$ cat src/spi_send_cfg.svh
`ifndef SPI_SEND_CFG_SVH
`define SPI_SEND_CFG_SVH

// Register indices; the byte address is four times the index
`define CFG_IDX_QUEUE 8'h54
`define CFG_IDX_SEND 8'h58
`define CFG_IDX_KICK 8'h59
`define CFG_IDX_STATUS 8'h5a
`define CFG_IDX_MODE 8'h5b
`define CFG_IDX_LSB 8'h5c

// Word address bits that carry the index
`define CFG_IDX_HI 9
`define CFG_IDX_LO 2

// Field positions
`define CFG_SEND_BIT 0
`define CFG_IDLE_BIT 0
`define CFG_NSS_BIT 1

// Reset values
`define CFG_SEND_RESET 1'h0
`define CFG_BURST_MSB_RESET 5'h12
`define CFG_SEL_RESET 2'h0
`define CFG_ROLE_RESET 1'h0
`define CFG_LSB_RESET 8'h00

// Target selection code that drives no select line
`define CFG_SEL_RESERVED 2'h3
`define CFG_NUM_SELECTS 3

// Shifting and queue
`define CFG_LAST_BIT 3'h7
`define CFG_FIFO_DEPTH 8
`define CFG_FIFO_AW 3

// Bus encodings
`define CFG_HSIZE_WORD 3'h2

`endif

$ cat src/spi_send_pkg.sv
package spi_send_pkg;

   // Sequencer states
   typedef enum logic [1:0] {
      ST_IDLE,
      ST_WAIT,
      ST_SHIFT
   } state_t;

   // Captured address phase of the register bus
   typedef struct packed {
      logic valid;
      logic wr;
      logic [7:0] idx;
   } bus_req_t;

   // Master mode register layout
   typedef struct packed {
      logic [4:0] burst_msb;
      logic [1:0] sel;
      logic role;
   } mode_t;

endpackage : spi_send_pkg

$ cat src/spi_master_send_control.sv
// Implementation choice: the AHB-Lite slave port.
`timescale 1ns/10ps
`default_nettype none
`include "spi_send_cfg.svh"

module spi_master_send_control
   import spi_send_pkg::*;
(
   input wire logic hclk,
   input wire logic hresetn,
   input wire logic hsel,
   input wire logic [31:0] haddr,
   input wire logic [1:0] htrans,
   input wire logic hwrite,
   input wire logic [2:0] hsize,
   input wire logic [31:0] hwdata,
   input wire logic hready,
   output logic [31:0] hrdata,
   output logic hreadyout,
   output logic hresp,
   input wire logic link_clk,
   input wire logic sample_valid,
   input wire logic [7:0] sample_data,
   output logic sample_ready,
   output logic sclk,
   output logic mosi,
   output logic [`CFG_NUM_SELECTS-1:0] nss_n,
   output logic master_role
);

   bus_req_t req;
   logic send;
   mode_t mode;
   logic [7:0] burst_lsb;
   logic [12:0] burst_left;
   state_t state;
   logic [7:0] shreg;
   logic [2:0] bitcnt;
   logic started;
   logic lclk_meta;
   logic lclk_sync;
   logic lclk_prev;
   logic lrise;
   logic lfall;
   logic active;
   logic kick;
   logic push;
   logic pop;
   logic take_sample;
   logic q_full;
   logic q_empty;
   logic [7:0] q_rdata;
   logic idle_flag;
   logic [7:0] rd_byte;

   // Data-phase write hit on one register index
   function automatic logic wr_hit(input bus_req_t r, input logic [7:0] idx);
      return r.valid && r.wr && (r.idx == idx);
   endfunction : wr_hit

   // Address phase is captured only when the bus moves on
   always_ff @(posedge hclk or negedge hresetn) begin
      if (!hresetn) begin
         req <= '0;
      end else if (hready) begin
         req.valid <= hsel && htrans[1] && (hsize == `CFG_HSIZE_WORD);
         req.wr <= hwrite;
         req.idx <= haddr[`CFG_IDX_HI:`CFG_IDX_LO];
      end
   end

   // Zero wait states and always OKAY
   always_ff @(posedge hclk or negedge hresetn) begin
      if (!hresetn) begin
         hreadyout <= 1'b0;
         hresp <= 1'b0;
      end else begin
         hreadyout <= 1'b1;
         hresp <= 1'b0;
      end
   end

   // Read mux; unused bits and unmapped words read zero
   always_comb begin
      rd_byte = 8'h00;
      unique case (haddr[`CFG_IDX_HI:`CFG_IDX_LO])
         `CFG_IDX_SEND: rd_byte[`CFG_SEND_BIT] = send;
         `CFG_IDX_STATUS: begin
            rd_byte[`CFG_IDLE_BIT] = idle_flag;
            rd_byte[`CFG_NSS_BIT] = &nss_n;
         end
         `CFG_IDX_MODE: rd_byte = mode;
         `CFG_IDX_LSB: rd_byte = burst_lsb;
         default: rd_byte = 8'h00;
      endcase
   end

   // Read data is sampled in the address phase so it leaves a flop
   always_ff @(posedge hclk or negedge hresetn) begin
      if (!hresetn) begin
         hrdata <= 32'h0000_0000;
      end else if (hready && hsel && htrans[1] && !hwrite) begin
         hrdata <= {24'h00_0000, rd_byte};
      end
   end

   // Send control; only bit zero is kept
   always_ff @(posedge hclk or negedge hresetn) begin
      if (!hresetn) begin
         send <= `CFG_SEND_RESET;
      end else if (wr_hit(req, `CFG_IDX_SEND)) begin
         send <= hwdata[`CFG_SEND_BIT];
      end
   end

   // Mode and burst length registers
   always_ff @(posedge hclk or negedge hresetn) begin
      if (!hresetn) begin
         mode.burst_msb <= `CFG_BURST_MSB_RESET;
         mode.sel <= `CFG_SEL_RESET;
         mode.role <= `CFG_ROLE_RESET;
         burst_lsb <= `CFG_LSB_RESET;
      end else begin
         if (wr_hit(req, `CFG_IDX_MODE)) begin
            mode <= mode_t'(hwdata[7:0]);
         end
         if (wr_hit(req, `CFG_IDX_LSB)) begin
            burst_lsb <= hwdata[7:0];
         end
      end
   end

   // Action writes: trigger pulse and queue push, nothing stored here
   assign kick = wr_hit(req, `CFG_IDX_KICK);
   assign push = wr_hit(req, `CFG_IDX_QUEUE);

   // Role bit leaves as a level for the pin muxing
   always_ff @(posedge hclk or negedge hresetn) begin
      if (!hresetn) begin
         master_role <= `CFG_ROLE_RESET;
      end else begin
         master_role <= mode.role;
      end
   end

   // Outgoing mailbox; a push into a full queue is dropped
   mailbox_fifo u_mailbox (
      .clk(hclk),
      .rst_n(hresetn),
      .push(push),
      .wdata(hwdata[7:0]),
      .pop(pop),
      .rdata(q_rdata),
      .full(q_full),
      .empty(q_empty)
   );

   // Link clock comes from outside; two flops before any edge logic
   always_ff @(posedge hclk or negedge hresetn) begin
      if (!hresetn) begin
         lclk_meta <= 1'b0;
         lclk_sync <= 1'b0;
         lclk_prev <= 1'b0;
      end else begin
         lclk_meta <= link_clk;
         lclk_sync <= lclk_meta;
         lclk_prev <= lclk_sync;
      end
   end

   assign lrise = lclk_sync && !lclk_prev;
   assign lfall = !lclk_sync && lclk_prev;

   // Master works only with send set and master role chosen
   assign active = send && mode.role;

   // Sensor byte wins only if ready is already up; a queued byte is popped before ready rises
   assign take_sample = sample_ready && sample_valid && active && (state == ST_WAIT);
   assign pop = active && (state == ST_WAIT) && !take_sample && !q_empty;

   // Burst counter; a new trigger overrides a running burst
   always_ff @(posedge hclk or negedge hresetn) begin
      if (!hresetn) begin
         burst_left <= 13'h0000;
      end else if (kick) begin
         burst_left <= {mode.burst_msb, burst_lsb};
      end else if (take_sample) begin
         burst_left <= burst_left - 13'h0001;
      end
   end

   // Ready falls in the same edge that a byte is taken
   always_ff @(posedge hclk or negedge hresetn) begin
      if (!hresetn) begin
         sample_ready <= 1'b0;
      end else begin
         sample_ready <= active && (state == ST_WAIT) && (burst_left != 13'h0000) &&
                         !take_sample && !pop;
      end
   end

   // Sequencer: wait for a byte, shift eight bits, back to waiting
   always_ff @(posedge hclk or negedge hresetn) begin
      if (!hresetn) begin
         state <= ST_IDLE;
         shreg <= 8'h00;
         bitcnt <= 3'h0;
         started <= 1'b0;
      end else if (!active) begin
         state <= ST_IDLE;
         started <= 1'b0;
      end else begin
         unique case (state)
            ST_IDLE: state <= ST_WAIT;
            ST_WAIT: begin
               if (take_sample || pop) begin
                  shreg <= take_sample ? sample_data : q_rdata;
                  bitcnt <= 3'h0;
                  started <= 1'b0;
                  state <= ST_SHIFT;
               end
            end
            ST_SHIFT: begin
               // First falling link edge presents the leading bit
               if (lfall) begin
                  started <= 1'b1;
                  shreg <= {shreg[6:0], 1'b0};
               end else if (lrise && started) begin
                  bitcnt <= bitcnt + 3'h1;
                  if (bitcnt == `CFG_LAST_BIT) begin
                     state <= ST_WAIT;
                  end
               end
            end
         endcase
      end
   end

   // Data line changes on the falling link edge, MSB first
   always_ff @(posedge hclk or negedge hresetn) begin
      if (!hresetn) begin
         mosi <= 1'b0;
      end else if (!active) begin
         mosi <= 1'b0;
      end else if (state == ST_SHIFT && lfall) begin
         mosi <= shreg[7];
      end
   end

   // Clock pulses only while a byte is in flight; trails the link by sync delay
   always_ff @(posedge hclk or negedge hresetn) begin
      if (!hresetn) begin
         sclk <= 1'b0;
      end else if (!active || lfall) begin
         sclk <= 1'b0;
      end else if (state == ST_SHIFT && started && lrise) begin
         sclk <= 1'b1;
      end
   end

   // Select follows send and the master role one flop later; reserved code drives none
   always_ff @(posedge hclk or negedge hresetn) begin
      if (!hresetn) begin
         nss_n <= '1;
      end else begin
         for (int i = 0; i < `CFG_NUM_SELECTS; i++) begin
            nss_n[i] <= !(active && (mode.sel != `CFG_SEL_RESERVED) &&
                          (mode.sel == 2'(i)));
         end
      end
   end

   // Busy while shifting, or in ST_WAIT while a byte waits or a burst is unfinished
   assign idle_flag = (state == ST_IDLE) ||
                      ((state == ST_WAIT) && q_empty && (burst_left == 13'h0000));

endmodule : spi_master_send_control

`default_nettype wire

$ cat src/mailbox_fifo.sv
`timescale 1ns/10ps
`default_nettype none
`include "spi_send_cfg.svh"

module mailbox_fifo (
   input wire logic clk,
   input wire logic rst_n,
   input wire logic push,
   input wire logic [7:0] wdata,
   input wire logic pop,
   output logic [7:0] rdata,
   output logic full,
   output logic empty
);

   logic [7:0] mem [0:`CFG_FIFO_DEPTH-1];
   logic [`CFG_FIFO_AW:0] wptr;
   logic [`CFG_FIFO_AW:0] rptr;

   // Extra pointer bit tells full from empty
   assign empty = (wptr == rptr);
   assign full = (wptr[`CFG_FIFO_AW] != rptr[`CFG_FIFO_AW]) &&
                 (wptr[`CFG_FIFO_AW-1:0] == rptr[`CFG_FIFO_AW-1:0]);
   assign rdata = mem[rptr[`CFG_FIFO_AW-1:0]];

   // Storage has no reset; only the pointers matter
   always_ff @(posedge clk) begin
      if (push && !full) begin
         mem[wptr[`CFG_FIFO_AW-1:0]] <= wdata;
      end
   end

   // Write pointer
   always_ff @(posedge clk or negedge rst_n) begin
      if (!rst_n) begin
         wptr <= '0;
      end else if (push && !full) begin
         wptr <= wptr + 1'b1;
      end
   end

   // Read pointer
   always_ff @(posedge clk or negedge rst_n) begin
      if (!rst_n) begin
         rptr <= '0;
      end else if (pop && !empty) begin
         rptr <= rptr + 1'b1;
      end
   end

endmodule : mailbox_fifo

`default_nettype wire

$ cat config.mk
export PLATFORM = sky130hd
export DESIGN_NAME = spi_master_send_control
export DESIGN_NICKNAME = d
export VERILOG_FILES = /design/src/spi_send_pkg.sv /design/src/spi_master_send_control.sv /design/src/mailbox_fifo.sv
export VERILOG_INCLUDE_DIRS = /design/src
export SDC_FILE = /design/constraint.sdc
export NUM_CORES = 1
export LEC_CHECK = 0
export BUFFER_PORTS_ARGS = -buffer_cell sky130_fd_sc_hd__buf_2
export CAP_MARGIN = 20
export CORE_ASPECT_RATIO = 0.6
export CORE_MARGIN = 3
export CORE_UTILIZATION = 39
export DETAILED_ROUTE_END_ITERATION = 10
export MAX_ROUTING_LAYER = met4
export PLACE_DENSITY = 0.61
export SYNTH_ARGS = -nofsm -noshare
export SYNTH_HDL_FRONTEND = slang
export SYNTH_SLANG_ARGS = --single-unit
$ cat constraint.sdc
create_clock -name hclk -period 8.33 [get_ports hclk]
set_input_delay 0.4165 -clock hclk [delete_from_list [all_inputs] [get_ports hclk]]
set_output_delay 0.4165 -clock hclk [all_outputs]
set_load 0.1 [all_outputs]
==> flow_metrics.env <==
export IMPL_core_area_um2=15800
export IMPL_dp_cells=725
export IMPL_netlist_area_um2=6500
export IMPL_cts_hold_buf=0
export IMPL_status="finished, final reports clean"
export IMPL_overflow=0
export IMPL_r2r_end="u_mailbox.mem[3][4]"
export IMPL_crit_path_end_kind="flop"
export IMPL_hold_class="in2reg"
export IMPL_ios=125
export IMPL_skew_ns=0.0105
export IMPL_max_slew_margin_pct=34.4
export IMPL_synth_cells=471
export IMPL_placed_area_um2=6880
export IMPL_syn2layout_area_growth_pct=15.2
export IMPL_synth_top_area_share_pct=29.6
export IMPL_min_period_ns=3.02
export IMPL_synth_cell_types=56
export IMPL_rows=35
export IMPL_drive_gt1_share_pct=29.1
export IMPL_synthAdderAreaFrac_pct=0.962
export IMPL_gp_congestion=0.797
export IMPL_wl_mm=14.4
export IMPL_wl_per_cell_um=19.0
export IMPL_crit_end="u_mailbox.mem[3][4]"
export IMPL_finalWorstSetupSlack_ns=5.31
export IMPL_grt_pass1_vias=3849
export IMPL_ys_seq_area_share_pct=60.8
export IMPL_synth_compound_gate_area_share_pct=7.26
export IMPL_post_cts_buffers=0
export IMPL_synthSimpleGateAreaFrac_pct=10.6
export IMPL_h_tree_depth=4
export IMPL_r2r_slack_ns=5.31
export IMPL_worstPathArrival_ns=3.07
export IMPL_worstSkewPairLatency_ns=0.42
export IMPL_ys_ff_latch=145
export IMPL_async_flop_share_pct=55.9
export IMPL_place_ws_ns=5.37
export IMPL_max_slew_worst_pin_slew_ns=0.970
export IMPL_power_density_nw_per_um2=224
export IMPL_initial_core_util_pct=41.1
export IMPL_cts_buffers_inserted=17
export IMPL_drc=0
export IMPL_cts_tree="built"
export IMPL_post_dp_hpwl_mm=9.86
export IMPL_slew_viol_final=0
export IMPL_grt_total_usage_pct=16.8
export IMPL_synth_xor_xnor_area_share_pct=1.89
export IMPL_ir_drop_mv=0.120
export IMPL_critPathMaxFanout=19
export IMPL_drt_iter0_drc=320
export IMPL_synth_area_leaders="edfxtp_1 30%, dfrtp_1 29%, mux2_2 6.2%"
export IMPL_yosysWarnings=0
export IMPL_synth_most_common_cell="dfrtp_1"
export IMPL_finalHoldViolCount=0
export IMPL_cts_buffer_depth=2
export IMPL_setup_tns_ns=0
export IMPL_grt_antenna_before_repair=0
export IMPL_synth_edf_count=64
export IMPL_grt_max_degree=82
export IMPL_design_area_um2=7490
export IMPL_clock_sinks=145
export IMPL_clk_pin_slew_ns=0.06
export IMPL_place_port_buffers=50
export IMPL_yosys_top_cells_count="76 x dfrtp_1, 64 x edfxtp_1, 36 x mux2_2"
export IMPL_worstSetupStartpoint="u_mailbox.rptr[2]"
export IMPL_power_mw=1.68
export IMPL_drtPass1Iterations=5
export IMPL_n_antenna_cell=0
export IMPL_cts_repair_resized=0
export IMPL_grt_first_pass_wirelength_mm=22.7
export IMPL_start_kind="flop"
export IMPL_synth_top_family_by_area="multiplexers"
export IMPL_synthMuxAreaShare_pct=13.3
export IMPL_rsz0062_at_grt="false"
export IMPL_die_y_um=106
export IMPL_via_count=4042
export IMPL_ys_flop_type="dfrtp_1"
export IMPL_ff2ff_path_depth=4
export IMPL_avgSynthCellArea_um2=13.8
export IMPL_stdcell_count=759
export IMPL_p_leak_nw=2.89
export IMPL_die_x_um=173
export IMPL_cts_root_buf="clkbuf_16"
export IMPL_crit_type="reg2reg"
export IMPL_max_cap_violations=0
export IMPL_die_area_um2=18300
export IMPL_detail_route_vias_per_cell=5.33
export IMPL_num_nets_final=613
export IMPL_ant_nets=0
export IMPL_fin_crit_sh_pct=36.2
export IMPL_setup_violations=0
export IMPL_critPathRequiredTime_ns=8.38
export IMPL_synth_largest_area_cell="edfxtp_1"
export IMPL_r2r_start="u_mailbox.rptr[2]"
export IMPL_max_freq_mhz=331
power breakdown:
| group | leakage, nW | internal [mW] | switching, mW |
|---|---|---|---|
| registers | 1.50 | 0.771 | 0.0205 |
| clock network | 0.277 | 0.420 | 0.323 |
| logic | 1.11 | 0.0364 | 0.105 |
| total | 2.89 | 1.23 | 0.449 |
area by class of cell:
class / instances / area, um^2
clock buffer: 17 / 425
clock inverter: 15 / 150
fill: 1341 / 8320
inverter: 16 / 60.1
multi-input combinational: 289 / 2310
sequential: 145 / 3960
tap: 222 / 278
timing repair buffer: 55 / 313
worst max-delay path, cell delays in order (launching register included):
cell and delay [ns]:
dfrtp_1 0.98, xnor2_1 0.23, and4b_1 0.31, nor3_2 0.46, and4b_1 0.66
routing by layer:
| layer | global-route usage, % | up-vias | part of all wire [%] |
|---|---|---|---|
| met1 | 26.4 | 2054 | 53 |
| met3 | 4.93 | 13 | 6.7 |
| met4 | 4.51 | 0 | 0.71 |
| li1 | - | 1839 | - |
| met2 | 20.7 | 136 | 40 |
| met5 | - | - | 0 |
per-stage QoR:
step,util [%],hold WS [ns]
2_1_floorplan,-,0.121
3_3_place_gp,43.5,0.348
3_5_place_dp,43.5,0.347
4_1_cts,47.1,0.0944
5_1_grt,47.4,0.0962
6_report,47.4,0.105
cells by family (layout without fill, tap and decap cells):
family | after synthesis | count (layout)
simple gates | 111 | 111
other cells | 2 | 26
compound gates | 71 | 71
xor+xnor | 14 | 14
flops | 145 | 145
fa+ha+maj | 5 | 5
buf+inv | 61 | 103
mux | 62 | 62
state kept, by name, summed over array words and instances (netlist names), 2 cells and up:
register,cells
u_mailbox.mem,64
burst_left,13
req,10
burst_lsb,8
hrdata,8
mode,8
shreg,8
u_mailbox.rptr,4
u_mailbox.wptr,4
bitcnt,3
nss_n,3
state,2
cells in the final DEF (no fill, tap or decap), types with 5 or more instances in the layout:
master     netlist  layout
a21oi_1         12      12
a22oi_1          7       7
a31oi_1          8       8
a32o_1           7       7
and4b_1          6       6
buf_2            3      49
clkbuf_16        0      17
conb_1           2      26
dfrtp_1         76      76
dfstp_2          5       5
edfxtp_1        64      64
ha_1             5       5
inv_1           16      16
inv_6            0       5
mux2_2          36      36
mux2i_1         10      10
mux4_2          16      16
nand2_1         19      19
nand3_1          8       8
nand4_1          6       6
nand4b_1         6       6
nor2_1          18      18
nor2b_1          5       5
nor3_1           5       5
nor4bb_1         5       5
o21ai_0         20      20
or3_1            6       6
xnor2_1          6       6
xor2_1           8       8
worst min-delay path by stage:
stage,from,end,slack [ns],cells after the start
floorplan,hresetn,bitcnt[0],0.12,0
global placement,lclk_meta,lclk_sync,0.35,0
detailed placement,lclk_meta,lclk_sync,0.35,0
CTS,link_clk,lclk_meta,0.09,1
global route,link_clk,lclk_meta,0.1,1
finish,link_clk,lclk_meta,0.11,1
Power figures use the tool's default switching activity.
